[src/inc/twsc_defines.svh]
`ifndef TWSC_DEFINES_SVH
`define TWSC_DEFINES_SVH

// Register byte addresses on the AXI4-Lite slave
`define TWSC_MODE_ADDR      4'h0
`define TWSC_START_ADDR     4'h4
`define TWSC_PORT_ADDR      4'h8
`define TWSC_PINS_ADDR      4'hC

// Mode register field positions
`define TWSC_CKSEL_LO_BIT   0
`define TWSC_CKSEL_HI_BIT   1
`define TWSC_SOEN_BIT       2
`define TWSC_TS_BIT         3

// Port control register field positions
`define TWSC_DIR_CLK_BIT    0
`define TWSC_DIR_DO_BIT     1
`define TWSC_DIR_DI_BIT     2
`define TWSC_LAT_CLK_BIT    4
`define TWSC_LAT_DO_BIT     5

// Reset values: initial status is internal clock, clock pin output high
`define TWSC_MODE_RESET     4'h1
`define TWSC_PORT_RESET     8'h11

// Clock rates in Hz, core clock 20 MHz
`define TWSC_MCLK_HZ        20000000
`define TWSC_F1_HZ          75000
`define TWSC_F2_HZ          150000
`define TWSC_F3_HZ          450000
// Half periods in core cycles, rounded down, so never longer than the exact time
`define TWSC_HALF1          (`TWSC_MCLK_HZ / (2 * `TWSC_F1_HZ))
`define TWSC_HALF2          (`TWSC_MCLK_HZ / (2 * `TWSC_F2_HZ))
`define TWSC_HALF3          (`TWSC_MCLK_HZ / (2 * `TWSC_F3_HZ))

// Shift clocks per transfer
`define TWSC_BITS           4'h8

`endif

[src/inc/twsc_pkg.sv]
package twsc_pkg;

    // Clock select codes
    typedef enum logic [1:0] {
        TWSC_CK_EXT  = 2'b00,
        TWSC_CK_F75  = 2'b01,
        TWSC_CK_F150 = 2'b10,
        TWSC_CK_F450 = 2'b11
    } twsc_cksel_t;

    // One two-way pin: output, active low enable; the input is a separate port
    typedef struct packed {
        logic dout;
        logic oen_n;
    } twsc_pin_t;

endpackage : twsc_pkg

[src/rtl/twsc_serial_clock.sv]
// Our own choices: the register offsets and the AXI4-Lite interface to the registers.
`timescale 1ns/1ps
`include "twsc_defines.svh"
// Notes on behaviour
// - Mode clock-select bits set internal frequency
// - Code 00 slave; others 75/150/450 kHz
// - Pin role needs mode and direction flag
// - Ext clock, input: wait GPI, else clock
// - Ext clock, output flag: plain output
// - Int clock, input flag: plain input
// - Int clock output held high during wait
// - Serial out needs enable and direction 1
// - Master emits clocks until counter reaches eight
// - Wait release from initial status starts clock
// - Writing start 0 forces wait, clears counter
// - Release while released changes nothing
// - Frequency change with release acts like start
// - Counter samples pin level, any source
// - Counter holds during wait
// - Counter not readable by software
// - Counter counts falling edges from zero
// - At eight, rising edge clears and waits
// - Counter cleared on resets and clock stop
// - Start 1 releases wait, 0 keeps wait
module twsc_serial_clock
    import twsc_pkg::*;
(
    // Clock and reset
    input  wire logic        mclk,
    input  wire logic        srst,
    // Chip-level clears
    input  wire logic        clkStop,
    input  wire logic        ceReset,
    // AXI4-Lite slave
    input  wire logic [3:0]  s_axi_awaddr,
    input  wire logic        s_axi_awvalid,
    output logic             s_axi_awready,
    input  wire logic [31:0] s_axi_wdata,
    input  wire logic [3:0]  s_axi_wstrb,
    input  wire logic        s_axi_wvalid,
    output logic             s_axi_wready,
    output logic [1:0]       s_axi_bresp,
    output logic             s_axi_bvalid,
    input  wire logic        s_axi_bready,
    input  wire logic [3:0]  s_axi_araddr,
    input  wire logic        s_axi_arvalid,
    output logic             s_axi_arready,
    output logic [31:0]      s_axi_rdata,
    output logic [1:0]       s_axi_rresp,
    output logic             s_axi_rvalid,
    input  wire logic        s_axi_rready,
    // Shift clock pin
    input  wire logic        shiftClockPinIn,
    output twsc_pin_t        shiftClockPin,
    // Data out pin
    input  wire logic        dataOutPinIn,
    output twsc_pin_t        dataOutPin,
    input  wire logic        serialOutBit,
    // Data in pin
    input  wire logic        dataInPinIn,
    output twsc_pin_t        dataInPin,
    // Status to the shift register
    output logic             serialWait,
    output logic             serialDataIn
);

    ////////////////////////////////////////////////////////////////////////////
    // Registers and state
    logic [3:0]  modeReg;          // Mode: start, out enable, clock select
    logic [7:0]  portReg;          // Direction flags and output latches
    logic        waitState;        // High while in wait
    logic [3:0]  clkCount;         // Shift clock counter, never readable
    logic [7:0]  halfCnt;          // Internal clock half-period timer
    logic        genClk;           // Internally generated clock level
    logic [2:0]  sckSync;          // Two-stage sync plus previous level
    logic [1:0]  diSync;           // Data in sync
    logic [1:0]  doSync;           // Data out pin read-back sync
    logic        awTaken;          // Write address held
    logic        wTaken;           // Write data held
    logic [3:0]  awAddr;           // Held write address
    logic [31:0] wData;            // Held write data
    logic [3:0]  wStrb;            // Held strobes
    logic        wrFire;           // Write performed this cycle
    logic        startWrite;       // Mode write touching low byte
    twsc_cksel_t ckSel;            // Decoded clock select
    logic        master;           // Internal clock selected
    logic        sckFall;          // Falling edge seen on pin
    logic        sckRise;          // Rising edge seen on pin
    logic [7:0]  halfLen;          // Half period for current code; 75 kHz needs 8 bits
    logic        clkDirOut;        // Clock pin direction flag
    logic        doDirOut;         // Data out pin direction flag
    logic        diDirOut;         // Data in pin direction flag

    assign ckSel     = twsc_cksel_t'(modeReg[`TWSC_CKSEL_HI_BIT:`TWSC_CKSEL_LO_BIT]);
    assign master    = (ckSel != TWSC_CK_EXT);
    assign clkDirOut = portReg[`TWSC_DIR_CLK_BIT];
    assign doDirOut  = portReg[`TWSC_DIR_DO_BIT];
    assign diDirOut  = portReg[`TWSC_DIR_DI_BIT];

    ////////////////////////////////////////////////////////////////////////////
    // AXI4-Lite write side: address and data taken in either order
    assign s_axi_awready = !awTaken && !s_axi_bvalid;
    assign s_axi_wready  = !wTaken && !s_axi_bvalid;
    assign s_axi_bresp   = 2'b00;
    assign wrFire        = awTaken && wTaken && !s_axi_bvalid;
    assign startWrite    = wrFire && (awAddr == `TWSC_MODE_ADDR) && wStrb[0];

    // Capture channels and issue the response
    always_ff @(posedge mclk)
    begin
        if (srst)
        begin
            awTaken      <= 1'b0;
            wTaken       <= 1'b0;
            awAddr       <= 4'h0;
            wData        <= 32'h0000_0000;
            wStrb        <= 4'h0;
            s_axi_bvalid <= 1'b0;
        end
        else
        begin
            if (s_axi_awvalid && s_axi_awready)
            begin
                awTaken <= 1'b1;
                awAddr  <= s_axi_awaddr;
            end
            if (s_axi_wvalid && s_axi_wready)
            begin
                wTaken <= 1'b1;
                wData  <= s_axi_wdata;
                wStrb  <= s_axi_wstrb;
            end
            if (wrFire)
            begin
                // Unmapped writes are dropped but still answered OKAY
                awTaken      <= 1'b0;
                wTaken       <= 1'b0;
                s_axi_bvalid <= 1'b1;
            end
            else if (s_axi_bvalid && s_axi_bready)
            begin
                s_axi_bvalid <= 1'b0;
            end
        end
    end

    // Register stores; both writable fields are in the low byte
    always_ff @(posedge mclk)
    begin
        if (srst)
        begin
            modeReg <= `TWSC_MODE_RESET;
            portReg <= `TWSC_PORT_RESET;
        end
        else if (wrFire && wStrb[0])
        begin
            if (awAddr == `TWSC_MODE_ADDR)
            begin
                modeReg <= wData[3:0];
            end
            else if (awAddr == `TWSC_PORT_ADDR)
            begin
                portReg <= wData[7:0];
            end
        end
    end

    ////////////////////////////////////////////////////////////////////////////
    // AXI4-Lite read side; counter has no address at all
    assign s_axi_arready = !s_axi_rvalid;
    assign s_axi_rresp   = 2'b00;

    // Read data mux registered on address acceptance
    always_ff @(posedge mclk)
    begin
        if (srst)
        begin
            s_axi_rvalid <= 1'b0;
            s_axi_rdata  <= 32'h0000_0000;
        end
        else if (s_axi_arvalid && s_axi_arready)
        begin
            s_axi_rvalid <= 1'b1;
            unique case (s_axi_araddr)
                `TWSC_MODE_ADDR:
                    s_axi_rdata <= {28'h000_0000, modeReg[3] & !waitState, modeReg[2:0]};
                `TWSC_PORT_ADDR:
                    s_axi_rdata <= {24'h00_0000, portReg};
                `TWSC_PINS_ADDR:
                    s_axi_rdata <= {28'h000_0000, waitState, diSync[1], doSync[1], sckSync[1]};
                default:
                    s_axi_rdata <= 32'h0000_0000;
            endcase
        end
        else if (s_axi_rvalid && s_axi_rready)
        begin
            s_axi_rvalid <= 1'b0;
        end
    end

    ////////////////////////////////////////////////////////////////////////////
    // Pin synchronisers; first stage feeds only the second
    always_ff @(posedge mclk)
    begin
        if (srst)
        begin
            sckSync <= 3'b111;
            diSync  <= 2'b00;
            doSync  <= 2'b00;
        end
        else
        begin
            sckSync <= {sckSync[1:0], shiftClockPinIn};
            diSync  <= {diSync[0], dataInPinIn};
            doSync  <= {doSync[0], dataOutPinIn};
        end
    end

    assign sckFall = sckSync[2] && !sckSync[1];
    assign sckRise = !sckSync[2] && sckSync[1];

    ////////////////////////////////////////////////////////////////////////////
    // Wait state: start bit, counter completion, forced wait
    always_ff @(posedge mclk)
    begin
        if (srst || clkStop || ceReset)
        begin
            waitState <= 1'b1;
        end
        else if (startWrite && !wData[`TWSC_TS_BIT])
        begin
            waitState <= 1'b1;
        end
        else if (!waitState && clkCount == `TWSC_BITS && sckRise)
        begin
            // Completion beats a release in the same cycle
            waitState <= 1'b1;
        end
        else if (startWrite && wData[`TWSC_TS_BIT])
        begin
            waitState <= 1'b0;
        end
    end

    // Clock counter on falling edges; held in wait
    always_ff @(posedge mclk)
    begin
        if (srst || clkStop || ceReset)
        begin
            clkCount <= 4'h0;
        end
        else if (startWrite && !wData[`TWSC_TS_BIT])
        begin
            clkCount <= 4'h0;
        end
        else if (waitState)
        begin
            clkCount <= clkCount;
        end
        else if (clkCount == `TWSC_BITS)
        begin
            if (sckRise)
            begin
                clkCount <= 4'h0;
            end
        end
        else if (sckFall)
        begin
            clkCount <= clkCount + 4'h1;
        end
    end

    ////////////////////////////////////////////////////////////////////////////
    // Internal clock generator
    always_comb
    begin
        unique case (ckSel)
            TWSC_CK_F75:  halfLen = 8'(`TWSC_HALF1 - 1);
            TWSC_CK_F150: halfLen = 8'(`TWSC_HALF2 - 1);
            TWSC_CK_F450: halfLen = 8'(`TWSC_HALF3 - 1);
            TWSC_CK_EXT:  halfLen = 8'h00;
        endcase
    end

    // Runs only while released; a release always starts from high
    always_ff @(posedge mclk)
    begin
        if (srst || waitState || !master)
        begin
            genClk  <= 1'b1;
            halfCnt <= 8'h00;
        end
        else if (clkCount == `TWSC_BITS && genClk)
        begin
            // Eight clocks sent: idle high until wait lands
            halfCnt <= 8'h00;
        end
        else if (halfCnt >= halfLen)
        begin
            genClk  <= !genClk;
            halfCnt <= 8'h00;
        end
        else
        begin
            halfCnt <= halfCnt + 8'h01;
        end
    end

    ////////////////////////////////////////////////////////////////////////////
    // Pin roles from mode and direction flags
    always_comb
    begin
        // Clock pin
        if (!clkDirOut)
        begin
            shiftClockPin = '{dout: 1'b1, oen_n: 1'b1};
        end
        else if (master)
        begin
            // Generator reset lags wait by a cycle, so wait forces high here
            shiftClockPin = '{dout: genClk || waitState, oen_n: 1'b0};
        end
        else
        begin
            shiftClockPin = '{dout: portReg[`TWSC_LAT_CLK_BIT], oen_n: 1'b0};
        end
        // Data out pin
        if (doDirOut && modeReg[`TWSC_SOEN_BIT])
        begin
            dataOutPin = '{dout: serialOutBit, oen_n: 1'b0};
        end
        else if (doDirOut)
        begin
            dataOutPin = '{dout: portReg[`TWSC_LAT_DO_BIT], oen_n: 1'b0};
        end
        else
        begin
            dataOutPin = '{dout: 1'b0, oen_n: 1'b1};
        end
        // Data in pin drives low as a plain output
        dataInPin = '{dout: 1'b0, oen_n: !diDirOut};
    end

    assign serialWait   = waitState;
    assign serialDataIn = diSync[1] & !diDirOut;

    ////////////////////////////////////////////////////////////////////////////
    // Assertions
    a_count_holds_wait: assert property (@(posedge mclk) disable iff (srst)
        waitState && $past(waitState) && !$past(startWrite) |-> $stable(clkCount))
        else $error("counter moved during wait");
    a_count_max_eight: assert property (@(posedge mclk) disable iff (srst)
        clkCount <= `TWSC_BITS)
        else $error("counter passed eight");
    a_eight_to_wait: assert property (@(posedge mclk) disable iff (srst)
        !waitState && clkCount == `TWSC_BITS && sckRise && !startWrite && !clkStop && !ceReset
        |=> waitState && clkCount == 4'h0)
        else $error("no wait after eighth clock");
    a_force_clears: assert property (@(posedge mclk) disable iff (srst)
        startWrite && !wData[`TWSC_TS_BIT] |=> waitState && clkCount == 4'h0)
        else $error("forced wait did not clear");
    a_release_works: assert property (@(posedge mclk) disable iff (srst)
        startWrite && wData[`TWSC_TS_BIT] && !clkStop && !ceReset
        && !(!waitState && clkCount == `TWSC_BITS && sckRise) |=> !waitState)
        else $error("release ignored");
    a_wait_clock_high: assert property (@(posedge mclk) disable iff (srst)
        waitState && master && clkDirOut |-> shiftClockPin.dout && !shiftClockPin.oen_n)
        else $error("clock not high in wait");
    a_fall_counts: assert property (@(posedge mclk) disable iff (srst)
        !waitState && sckFall && clkCount < `TWSC_BITS && !startWrite && !clkStop && !ceReset
        |=> clkCount == $past(clkCount) + 4'h1)
        else $error("falling edge not counted");
    a_reset_clears: assert property (@(posedge mclk) disable iff (srst)
        clkStop || ceReset |=> clkCount == 4'h0 && waitState)
        else $error("clear did not reset counter");
    a_input_released: assert property (@(posedge mclk) disable iff (srst)
        !clkDirOut |-> shiftClockPin.oen_n)
        else $error("clock pin driven as input");
    c_full_transfer: cover property (@(posedge mclk) disable iff (srst)
        !waitState && clkCount == `TWSC_BITS ##1 waitState);
    c_forced_busy: cover property (@(posedge mclk) disable iff (srst)
        !waitState && clkCount != 4'h0 && startWrite && !wData[`TWSC_TS_BIT]);
    c_rerelease: cover property (@(posedge mclk) disable iff (srst)
        !waitState && startWrite && wData[`TWSC_TS_BIT]);

endmodule : twsc_serial_clock

[config.mk]
export PLATFORM = sky130hd
export DESIGN_NAME = twsc_serial_clock
export DESIGN_NICKNAME = d
export VERILOG_FILES = /design/src/inc/twsc_pkg.sv /design/src/rtl/twsc_serial_clock.sv
export VERILOG_INCLUDE_DIRS = /design/src /design/src/inc
export SDC_FILE = /design/constraint.sdc
export NUM_CORES = 1
export LEC_CHECK = 0
export BUFFER_PORTS_ARGS = -buffer_cell sky130_fd_sc_hd__buf_4
export CAP_MARGIN = 20
export CORE_MARGIN = 8
export CORE_UTILIZATION = 52
export DETAILED_ROUTE_END_ITERATION = 7
export PLACE_DENSITY_LB_ADDON = 0.12
export REMOVE_ABC_BUFFERS = 1
export SLEW_MARGIN = 20
export SYNTH_ARGS = -nofsm -noshare
export SYNTH_HDL_FRONTEND = slang
export SYNTH_SLANG_ARGS = --single-unit
[constraint.sdc]
create_clock -name mclk -period 4.34 [get_ports mclk]
set_clock_uncertainty 0.2 [all_clocks]
set_input_delay 0.434 -clock mclk [delete_from_list [all_inputs] [get_ports mclk]]
set_output_delay 0.434 -clock mclk [all_outputs]
set_load 0.05 [all_outputs]
# Word level (Yosys, flattened, before mapping)
# Cells that the tools add are included.
# word_totals
reg_bits	82
input_bits	57
output_inout_bits	49
wordCells	97
# classes
addsub	2
magnitude_cmp	1
eq_ne	8
muxes	13
bitwise	5
n_reduce_logical	51
# ops
cell	n
8-bit case mux with 4 select lines	1
8-bit case mux with 3 select lines	1
1-bit logical AND	20
4-bit equality test (second input constant)	4
4-bit two-way mux	3
1-bit logical NOT	11
8-bit by 1-bit adder with 8-bit output (second input constant)	1
8-bit greater-or-equal comparator	1
4-bit logical NOT	2
2-bit two-way mux	4
2-bit nonzero test	4
3-bit AND reduction	2
3-bit OR reduction	2
1-bit logical OR	5
4-bit by 1-bit adder with 4-bit output (second input constant)	1
2-bit equality test (second input constant)	2
1-bit two-way mux	4
2-bit AND reduction	2
2-bit OR reduction	2
1-bit inverter	3
1-bit bitwise AND	2
2-bit by 1-bit equality test with 1-bit output (second input constant)	1
2-bit logical NOT	1
2-bit inequality test (second input constant)	1

# Longest topological paths before layout
# Gate-level depths: netlist of run 1.
# logic_depth
word_depth	6
mapped_depth	7
mapped_depth_nobuf	7

# Worst setup path before layout of run 1
# No wires, ideal clock.
# synth_timing
kind	register to output
startpoint	reg waitState, in the netlist serialWait
endpoint	out shiftClockPin[1] (netlist name)
arrival_ns	2.075
t_required_ns	3.706
setup_slack_ns	1.631
path_stages_with_launch	4
path_buffers	1
cell_sequence	dfxtp_1 > clkbuf_1 > nor3_1 > o21ai_0
# synth_rtl
element	line	rtl
from (decl)	twsc_serial_clock.sv:71	logic waitState;
from (signal assigned)	twsc_serial_clock.sv:228	waitState <= 1'b1;
from (signal assigned)	twsc_serial_clock.sv:232	waitState <= 1'b1;
from (signal assigned)	twsc_serial_clock.sv:237	waitState <= 1'b1;
to (decl)	twsc_serial_clock.sv:54	output twsc_pin_t shiftClockPin,

# Final worst setup path of run 1
# layout_timing
startpoint	reg modeReg[1]
endpoint	reg halfCnt[3]
# layout_between
elab_chain_len	4
word_cells_on_any_way	10
cone_classes	order compare: 1; eq/ne: 3; mux: 1; reduce/logical: 5
# layout_rtl
element	line	rtl
from (decl)	twsc_serial_clock.sv:69	logic [3:0] modeReg;
from (signal assigned)	twsc_serial_clock.sv:152	modeReg <= `TWSC_MODE_RESET;
from (signal assigned)	twsc_serial_clock.sv:159	modeReg <= wData[3:0];
2-bit equality test (tied with other cells)	twsc_serial_clock.sv:277	unique case (ckSel)
8-bit case mux with 4 select lines / 1-bit logical NOT (equally long branches)	twsc_serial_clock.sv:277, twsc_serial_clock.sv:288	
8-bit greater-or-equal comparator / 1-bit logical OR (equally long branches)	twsc_serial_clock.sv:298, twsc_serial_clock.sv:288	
3-bit OR reduction (no source line) *	--	
to (signal assigned)	twsc_serial_clock.sv:305	halfCnt <= halfCnt + 8'h01;
to (decl)	twsc_serial_clock.sv:73	logic [7:0] halfCnt;
# Mark *: on every way between the ends. The rest lies on a longest branch, timed or not. The select of a mux whose other input is x is not followed.
# A chain may end at the register's enable or synchronous reset.

==> qor.yml, run 1 <==
sta:
  period_minus_slack_ns: 2.23
  worstMarginPinSlew_ns: 0.956
  fin_crit_sh_pct: 51.5
  finalSetupViolCount: 0
  timing.fmax_mhz: 448
  slew_headroom_pct: 36.0
  drv_slew: 0
  finalSetupTns_ns: 0
  rsz0062_at_grt: "false"
  finalHoldViolCount: 0
global_routing:
  grt_first_pass_wirelength_um: 8760
  antenna_found_initial: 0
  grt_pass1_vias: 2016
  grt_util_all_layers_pct: 14.4
  grt-ovfl-total: 0
  grt_max_degree: 47
cts:
  cts_hold_buf: 0
  cts_resized: 0
  cts.clk_slew.worst_paths_ns: 0.07
  cts.sinks: 58
  cts_max_level: 3
  root_buffer: "clkbuf_8"
  worstSkewPairLatency_ns: 0.33
  cts_buffers: 9
  cts_buffer_depth: 2
  cts_tree: "done"
  post_cts_buffers: 0
synth:
  yosysMostFrequentCell: "dfxtp_1"
  yosys_warnings: 0
  synth_seq_cells: 58
  synthesis.area_sq_mm: 0.00271
  synth_cells: 308
  seq_area_frac_synth_pct: 42.8
  async_reset_ff_share_pct: 0
  syn_avg_cell_area_sq_um: 8.81
  synth_edf_count: 0
  synth_flop_cell: "dfxtp_1"
  ys_top_cells_by_count: "dfxtp_1 (58), nor2_1 (48), buf_4 (29)"
  yosys.area.top_type_share_pct: 42.8
  synth.distinct_cells: 40
  yosys.area.top_type: "dfxtp_1"
  synth.area.top_cells: "dfxtp_1 (43%), mux2i_1 (9.2%), buf_4 (8.0%), nor2_1 (6.6%), ha_1 (3.7%)"
layout:
  nNetsFinal: 420
  drive_gt1_share_pct: 20.0
  diodes: 0
  fillers: 468
  stdcell_area_sq_mm: 0.00324
  synthToLayoutAreaGrowth_pct: 19.3
worst_setup_path:
  path_cells: "nand2_1 > ha_1 > or3_1 > a21oi_1 > o2111ai_1 > nor2_1"
  worst_setup_path_end_kind: "flip-flop"
  worst_path_max_delay_cell: "dfxtp_1"
  cp.required_ns: 4.40
  critPathMaxStageDelay_ns: 0.47
  crit_fanout: 8
  crit_path_start_kind: "flip-flop"
  path_class: "flip-flop to flip-flop"
  crit_arrival_ns: 2.29
  r2r_cells: 6
placement:
  hpwl_um: 4090
  place_area_sq_mm: 0.00301
  gp_congestion: 0.797
  io_buffers: 49
pwr:
  power_density_mw_per_mm2: 392
  total_leakage_power_nw: 1.43
  peakVddDrop_mv: 0.250
run:
  maxCapViolCount: 0
floorplan:
  placementRows: 26
  die_h_um: 88.2
  start_util_pct: 53.5
  die_w_um: 88.2
  io_pins: 106
  core-area_sq_mm: 0.00507
  die-area_sq_mm: 0.00778
route:
  drtAntennaViolNets: 0
  viasPerCell: 4.88
  wl_per_cell_um: 12.9
  drc: 0
  drt_iter0_markers: 115
  routed_wl_um: 5530
  firstDrtPassIters: 5
  num_vias: 2098
run_status:
  outcome: "finished clean"
hold_path:
  hold_depth: 2
  holdCritPathClass: "primary input to flip-flop"
==> layout make-up <==
| type | instances | area, sq um | area share [%] |
|---|---|---|---|
| Tap cell | 70 | 87.6 | 2.71 |
| Timing Repair Buffer | 49 | 368 | 11.4 |
| Clock buffer | 12 | 155 | 4.79 |
| Inverter | 17 | 63.8 | 1.97 |
| Sequential cell | 58 | 1160 | 35.9 |
| Clock inverter | 4 | 73.8 | 2.28 |
| Multi-Input combinational cell | 220 | 1330 | 41.0 |
==> layer usage <==
layer,share of wire [%],routed length [um],track usage (%)
met5,0,0,0
met4,2.0,112,9.06
met3,7.3,402,3.62
met2,45,2490,22.3
met1,46,2530,17.4
==> registers in the layout (all words and copies together) (netlist names) <==
signal / flops
portReg: 8
s_axi_rvalid: 1
awAddr: 4
wStrb: 1
doSync: 2
wTaken: 1
s_axi_rdata: 8
clkCount: 4
diSync: 2
genClk: 1
halfCnt: 8
s_axi_bvalid: 1
modeReg: 4
awTaken: 1
serialWait: 1
wData: 8
sckSync: 3
==> where the power goes <==
| group | switching (W) | internal (W) |
|---|---|---|
| Sequential | 0.0000113 | 0.000547 |
| Clock | 0.000205 | 0.000355 |
| Combinational | 0.000107 | 0.0000443 |
| Total | 0.000323 | 0.000946 |
==> cell usage in the layout, fill, tap and decap left out, types with 6 or more instances in the layout <==
cell type	instances
a21oi_1	18
buf_4	49
clkbuf_8	11
conb_1	29
dfxtp_1	58
ha_1	8
inv_1	17
mux2i_1	25
nand2_1	14
nand3_1	6
nor2_1	48
nor3_1	7
o21ai_0	8
==> final timing paths <==
kind | from | endpoint | slack [ns]
setup / recovery | modeReg[1] | halfCnt[3] | 2.11
hold / removal | shiftClockPinIn | sckSync[0] | 0.09
setup reg to reg | modeReg[1] | halfCnt[3] | 2.11
hold reg to reg | sckSync[0] | sckSync[1] | 0.21
==> critical path, delay by kind of cell (launching register included) <==
family / cells / cell delay (ns)
flip-flops: 1 / 0.47
AO/OA/AOI/OAI: 2 / 0.67
AND/OR/NAND/NOR: 3 / 0.63
adder cells (fa/ha/maj): 1 / 0.18
==> cell families after synthesis <==
logic type | share of synthesized area [%]
buffers and inverters | 12.3
AND/OR/NAND/NOR | 20.3
other | 0.138
AO/OA/AOI/OAI | 9.18
flip-flops | 42.8
multiplexers | 9.64
XOR/XNOR | 1.94
adder cells (fa/ha/maj) | 3.69
==> stage by stage <==
stage               utilization [%]  instances  hold slack [ns]  worst slack (ns)  total power [W]
floorplan                         -        295            0.189              1.76         0.000676
global placement               59.3        414            0.195              2.17         0.000720
detailed placement             59.3        414            0.193              2.11         0.000721
CTS                            63.8        430           0.0744              2.09          0.00128
global route                   63.8        430           0.0775              1.91          0.00132
finish                         63.8        430           0.0909              2.11          0.00127
No activity file was read; power rests on OpenSTA's default activity.
==> run 2, diff against run 1 <==
Settings changed: ABC_AREA set to 1, CORE_UTILIZATION 52 to 49.
Clock period 4.34 ns to 2.1 ns, I/O delays scaled along.
==> run 2 against run 1 <==
  * Critical path depth decreased by 1
  * Routed wire length increased by 9.8%
  * Global-route usage increased by 0.34 points
  * Sequential share of layout area decreased by 3.4 points
  * Non-clock buffer count increased by 26
  * Synthesized area increased by 3.1%
  * Power increased by 110%
  * Cell count increased by 22%
  * Flip-flop and latch count unchanged
  * Combinational power increased to 2.7 times the previous value
  * First-iteration DRC count decreased by 37%
  * Largest cell class unchanged
==> qor.yml, run 2 <==
route:
  num_vias: 2411  # was 2,098
  drtAntennaViolNets: 0  # unchanged
  drt_iter0_markers: 73  # was 115
  drc: 0  # unchanged
  wl_per_cell_um: 11.6  # was 12.9 um
  routed_wl_um: 6080  # was 5530 um
  viasPerCell: 4.60  # was 4.88
  firstDrtPassIters: 4  # was 5
worst_setup_path:
  crit_family: "buffers and inverters"  # was compound AO/OA/AOI/OAI gates
  path_buf_inv: 3  # was 0
  crit_path_start_kind: "primary input"  # was flip-flop
  path_class: "primary input to flip-flop"  # was flip-flop to flip-flop
  worst_setup_path_end_kind: "flip-flop"  # unchanged
  r2r-start: "modeReg[0]"  # was modeReg[1]
  worst_path_max_delay_cell: "dlygate4sd3_1"  # was dfxtp_1
  r2r_cells: 8  # was 6
  crit_fanout: 15  # was 8
  r2r_slack_ns: 0.25  # was 2.11 ns
  crit_arrival_ns: 1.91  # was 2.29 ns
  critPathMaxStageDelay_ns: 0.59  # was 0.47 ns
  r2r-end: "genClk"  # was halfCnt[3]
  cp.required_ns: 2.11  # was 4.40 ns
  cp_common_cell: "dlygate4sd3_1"
  path_cells: "dlygate4sd3_1 > buf_4 > nor3_1 > dlygate4sd3_1 > nand4_1"  # was nand2_1 > ha_1 > or3_1 > a21oi_1 > o2111ai_1 > nor2_1
cts:
  cts_tree: "done"  # unchanged
  cts_buffers: 9  # unchanged
  cts_max_level: 3  # unchanged
  cts.clk_slew.worst_paths_ns: 0.07  # about the same
  root_buffer: "clkbuf_8"  # unchanged
  worstSkewPairLatency_ns: 0.33  # about the same
  cts_buffer_depth: 2  # unchanged
  cts.sinks: 58  # unchanged
layout:
  nNetsFinal: 512  # was 420
  fillers: 519  # was 468
  final_cell_mix: "nor2_1 (65), dfxtp_1 (57), nand2_1 (51), buf_4 (51), inv_1 (36)"  # was dfxtp_1 (58), buf_4 (49), nor2_1 (48), conb_1 (29), mux2i_1 (25)
  synthToLayoutAreaGrowth_pct: 27.8  # was 19.3%
  final_util_pct: 64.9  # was 63.8%
  diodes: 0  # unchanged
  stdcell_area_sq_mm: 0.00357  # was 0.00324 sq mm
  layout_commonest_cell: "nor2_1"  # was dfxtp_1
  drive_gt1_share_pct: 20.4  # was 20.0%
synth:
  synth.distinct_cells: 30  # was 40
  synth_seq_cells: 58  # unchanged
  yosysMostFrequentCell: "nor2_1"  # was dfxtp_1
  synth_edf_count: 0  # unchanged
  synthesis.area_sq_mm: 0.00280  # was 0.00271 sq mm
  syn_avg_cell_area_sq_um: 7.54  # was 8.81 sq um
  ys_top_cells_by_count: "nor2_1 (65), dfxtp_1 (58), nand2_1 (51)"  # was dfxtp_1 (58), nor2_1 (48), buf_4 (29)
  yosys_warnings: 0  # unchanged
  synth_cells: 371  # was 308
  seq_area_frac_synth_pct: 41.5  # was 42.8%
  yosys.area.top_type_share_pct: 41.5  # was 42.8%
  async_reset_ff_share_pct: 0  # unchanged
  synth_flop_cell: "dfxtp_1"  # unchanged
  synth.area.top_cells: "dfxtp_1 (42%), nor2_1 (8.7%), buf_4 (8.3%), nand2_1 (6.8%), inv_1 (4.8%)"  # was dfxtp_1 (43%), mux2i_1 (9.2%), buf_4 (8.0%), nor2_1 (6.6%), ha_1 (3.7%)
  yosys.area.top_type: "dfxtp_1"  # unchanged
floorplan:
  start_util_pct: 50.8  # was 53.5%
  die-area_sq_mm: 0.00838  # was 0.00778 sq mm
  placementRows: 27  # was 26
  core-area_sq_mm: 0.00551  # was 0.00507 sq mm
  die_w_um: 91.6  # was 88.2 um
  die_h_um: 91.6  # was 88.2 um
  io_pins: 106  # unchanged
global_routing:
  grt_first_pass_wirelength_um: 10000  # was 8760 um
  grt_pass1_vias: 2210  # was 2,016
  antenna_found_initial: 0  # unchanged
  grt_max_degree: 22  # was 47
  grt-ovfl-total: 0  # unchanged
  grt_util_all_layers_pct: 14.7  # was 14.4%
sta:
  drv_slew: 0  # unchanged
  final.setup.worst_slack_ns: 0.202  # was 2.11 ns
  finalSetupViolCount: 0  # unchanged
  rsz0062_at_grt: "false"  # unchanged
  timing.fmax_mhz: 527
  period_minus_slack_ns: 1.90
  whs_ns: 0.0310  # was 0.0909 ns
  fin_crit_sh_pct: 90.4
  finalHoldViolCount: 0  # unchanged
hold_path:
  worstHoldStart: "s_axi_araddr[2]"  # was shiftClockPinIn
  holdCritPathClass: "primary input to flip-flop"  # unchanged
  hold_depth: 4  # was 2
  whs_endpoint: "s_axi_rdata[4]"  # was sckSync[0]
pwr:
  pwr-share-clk_pct: 41.7  # was 44.1%
  peakVddDrop_mv: 0.401  # was 0.250 mV
  swShare_pct: 27.5  # was 25.5%
  comb_power_share_pct: 15.1  # was 12.0%
  total_power_w: 0.00271  # was 0.00127 W
  seqPwrFrac_pct: 43.2  # was 44.0%
  power_density_mw_per_mm2: 759  # was 392 mW/mm^2
  p_int_w: 0.00197  # was 0.000946 W
  switchingPower_w: 0.000745  # was 0.000323 W
  total_leakage_power_nw: 1.63  # was 1.43 nW
placement:
  io_buffers: 49  # unchanged
  gp_congestion: 0.835  # was 0.797
  place_area_sq_mm: 0.00311  # was 0.00301 sq mm
  hpwl_um: 4460  # was 4090 um
  pre_cts_slack_ns: 0.141  # was 2.11 ns
run:
  maxCapViolCount: 0  # unchanged
run_status:
  outcome: "finished clean"  # unchanged
[run 2: cell types whose count changed after synthesis, sizes merged, moves of 5 or more]
| cell | previous run | this run |
|---|---|---|
| nand3 | 6 | 24 |
| nand4 | 1 | 9 |
| mux2i | 25 | 0 |
| inv | 17 | 38 |
| or3 | 5 | 0 |
| nor2 | 48 | 70 |
| nand2 | 14 | 55 |
| o21ai | 8 | 28 |
| nor2b | 5 | 0 |
| nand2b | 5 | 0 |
[run 2: worst max path at each step]
stage,depth (start not counted),to,from,slack [ns]
4_1_cts,7,halfCnt[4],modeReg[0],0.12
3_3_place_gp,8,genClk,modeReg[0],0.20
6_report,5,serialWait,srst,0.20
3_5_place_dp,7,halfCnt[4],modeReg[0],0.14
2_1_floorplan,2,shiftClockPin[1],serialWait,-0.21
5_1_grt,10,genClk,modeReg[0],0.07
[run 2: what timing repair did]
action | in CTS | in global routing
buffers inserted | 0 | 0
gates resized for setup | 0 | 2
hold buffers | 24 | 0
endpoints found under the setup margin | 0 | 5
endpoints found under the hold margin | 25 | 0
[run 2: power groups by stage]
stage / Combinational (W) / Sequential [W] / Clock [W]
2_1_floorplan: 0.000244 / 0.00122 / 0
3_3_place_gp: 0.000371 / 0.00119 / 0
3_5_place_dp: 0.000375 / 0.00120 / 0
4_1_cts: 0.000410 / 0.00117 / 0.00115
5_1_grt: 0.000442 / 0.00117 / 0.00120
6_report: 0.000410 / 0.00117 / 0.00113
[run 2: per-layer routing]
layer  track usage [%]  part of all wire (%)  vias up
met5                 0                     0        -
met4              7.78                   2.1        0
met3              4.53                   4.6       11
met2              24.5                    51       45
met1              16.4                    43     1078
li1                  -                     -     1277
[run 2: cell type report]
cell class / instances / area (sq um) / share of cell area, %
clock buffer: 11 / 141 / 3.96
clock inverter: 5 / 77.6 / 2.17
inverter: 40 / 156 / 4.38
multi-input combinational: 263 / 1320 / 37.0
sequential: 58 / 1160 / 32.5
tap: 72 / 90.1 / 2.52
timing repair buffer: 75 / 623 / 17.4
[run 2: per-stage QoR]
stage,TNS [ns],std cells
global route,0,524
finish,0,524
global placement,0,484
CTS,0,524
floorplan,-1.73,361
detailed placement,0,484
[run 2: cells by family (layout without fill, tap and decap cells)]
| logic type | after synthesis | after routing | share of synthesized area, % |
|---|---|---|---|
| compound gates | 52 | 52 | 9.48 |
| xor+xnor | 8 | 8 | 2.50 |
| fa+ha+maj | 8 | 8 | 3.58 |
| buf+inv | 78 | 131 | 15.0 |
| flops | 58 | 58 | 41.5 |
| other cells | 1 | 29 | 0.134 |
| simple gates | 166 | 166 | 27.8 |
[run 2: tightest hold or removal path, cell delays in order]
cell and delay, ns:
buf_4 0.12, nor2_1 0.08, nand2_1 0.06, a21oi_1 0.05
==> run 3, diff against run 2 <==
Settings changed: CELL_PAD_IN_SITES_DETAIL_PLACEMENT set to 0, CELL_PAD_IN_SITES_GLOBAL_PLACEMENT set to 1, CORE_UTILIZATION 49 to 34.
==> run 3 against run 2 <==
  * Die area up 36%
  * Fmax up 3.1%
  * Cell count increased by 6.3%
  * Critical endpoint is now shiftClockPin[1]
  * Largest power group unchanged
==> qor.yml, run 3 (synthesized netlist as in run 2, its figures left out) <==
route:
  drtAntennaViolNets: 0  # unchanged
  num_vias: 2397  # was 2,411
  drt_iter0_markers: 78  # was 73
  routed_wl_um: 6370  # was 6080 um
  wl_per_cell_um: 11.4  # was 11.6 um
  firstDrtPassIters: 4  # unchanged
  viasPerCell: 4.30  # was 4.60
  drc: 0  # unchanged
sta:
  finalSetupViolCount: 0  # unchanged
  finalHoldViolCount: 0  # unchanged
  timing.fmax_mhz: 543  # was 527 MHz
  finalSetupTns_ns: 0  # unchanged
  period_minus_slack_ns: 1.84  # was 1.90 ns
  drv_slew: 0  # unchanged
  rsz0062_at_grt: "false"  # unchanged
  fin_crit_sh_pct: 87.7  # was 90.4%
  whs_ns: 0.0360  # was 0.0310 ns
hold_path:
  hold_depth: 4  # unchanged
  holdCritPathClass: "primary input to flip-flop"  # unchanged
layout:
  layout_commonest_cell: "nor2_1"  # unchanged
  nNetsFinal: 514  # was 512
  final_util_pct: 44.9  # was 64.9%
  diodes: 0  # unchanged
  final_cell_mix: "nor2_1 (65), dfxtp_1 (58), buf_4 (53), nand2_1 (51), inv_1 (36)"  # was nor2_1 (65), dfxtp_1 (57), nand2_1 (51), buf_4 (51), inv_1 (36)
  stdcell_area_sq_mm: 0.00363  # was 0.00357 sq mm
  synthToLayoutAreaGrowth_pct: 29.9  # was 27.8%
  drive_gt1_share_pct: 20.1  # was 20.4%
worst_setup_path:
  crit_fanout: 4  # was 15
  r2r_cells: 7  # was 8
  crit_arrival_ns: 1.43  # was 1.91 ns
  cp.required_ns: 1.69  # was 2.11 ns
  worst_setup_path_end_kind: "output pin"  # was flip-flop
  path_class: "flip-flop to output pin"  # was primary input to flip-flop
  crit_path_start_kind: "flip-flop"  # was primary input
pwr:
  comb_power_share_pct: 15.0  # was 15.1%
  p_int_w: 0.00202  # was 0.00197 W
  peakVddDrop_mv: 0.451  # was 0.401 mV
  total_power_w: 0.00275  # was 0.00271 W
  total_leakage_power_nw: 1.64  # was 1.63 nW
  swShare_pct: 26.5  # was 27.5%
  switchingPower_w: 0.000730  # was 0.000745 W
  pwr-share-clk_pct: 42.5  # was 41.7%
  power_density_mw_per_mm2: 758  # was 759 mW/mm^2
  seqPwrFrac_pct: 42.5  # was 43.2%
global_routing:
  grt_first_pass_wirelength_um: 11300  # was 10,000 um
  grt_util_all_layers_pct: 12.1  # was 14.7%
  grt_max_degree: 18  # was 22
  antenna_found_initial: 0  # unchanged
  grt_pass1_vias: 2459  # was 2,210
  grt-ovfl-total: 0  # unchanged
floorplan:
  die_w_um: 107  # was 91.6 um
  placementRows: 33  # was 27
  start_util_pct: 34.6  # was 50.8%
  die-area_sq_mm: 0.0114  # was 0.00838 sq mm
  io_pins: 106  # unchanged
  core-area_sq_mm: 0.00809  # was 0.00551 sq mm
  die_h_um: 107  # was 91.6 um
placement:
  place_area_sq_mm: 0.00317  # was 0.00311 sq mm
  hpwl_um: 4800  # was 4460 um
  io_buffers: 49  # unchanged
  gp_congestion: 0.739  # was 0.835
cts:
  cts.sinks: 58  # unchanged
  worstSkewPairLatency_ns: 0.33  # about the same
  cts_buffer_depth: 2  # unchanged
  cts_max_level: 3  # unchanged
  root_buffer: "clkbuf_8"  # unchanged
  cts_buffers: 9  # unchanged
  cts_tree: "done"  # unchanged
  cts.clk_slew.worst_paths_ns: 0.06  # was 0.07 ns
  post_cts_buffers: 0  # unchanged
run_status:
  outcome: "finished clean"  # unchanged
run:
  maxCapViolCount: 0  # unchanged
==> run 3: timing repair <==
item,4_1_cts,5_1_grt
hold endpoints to repair,25,0
resized for setup,0,0
hold buffers,24,0
==> run 3: power by group through the flow <==
stage | sequential, W | clock [W] | combinational (W)
after CTS | 0.00117 | 0.00121 | 0.000415
after floorplan | 0.00122 | 0 | 0.000244
after global routing | 0.00118 | 0.00127 | 0.000453
after detailed placement | 0.00120 | 0 | 0.000380
after global placement | 0.00120 | 0 | 0.000378
final | 0.00117 | 0.00117 | 0.000413
==> run 3: layer usage <==
metal	global-route usage, %	wire length (um)
met5	0	0
met2	21.4	3220
met4	3.32	51
met1	13.2	2750
met3	4.68	344
==> run 3: stage by stage <==
step	worst slack, ns	cells
after floorplan	-0.208	361
after global routing	0.104	557
after detailed placement	0.276	519
after CTS	0.250	557
final	0.258	557
after global placement	0.298	519
==> run 3: worst paths after layout <==
path	startpoint	to	slack (ns)
max reg2reg	modeReg[0]	halfCnt[7]	0.29
max	modeReg[0]	shiftClockPin[1]	0.26
min reg2reg	diSync[0]	diSync[1]	0.21
min	clkStop	clkCount[1]	0.04
==> run 3: cell type report <==
type                       count  area (sq um)
sequential                    58          1160
fill                         870          4460
clock buffer                  12           165
inverter                      40           156
multi-input combinational    263          1320
tap                          105           131
timing repair buffer          77           638
clock inverter                 2          60.1
==> run 3: critical path, cell delays in order, from the launching register on <==
cell	delay [ns]
dfxtp_1	0.31
buf_4	0.14
nor2_1	0.22
a21oi_1	0.10
o21ai_0	0.10
buf_4	0.23
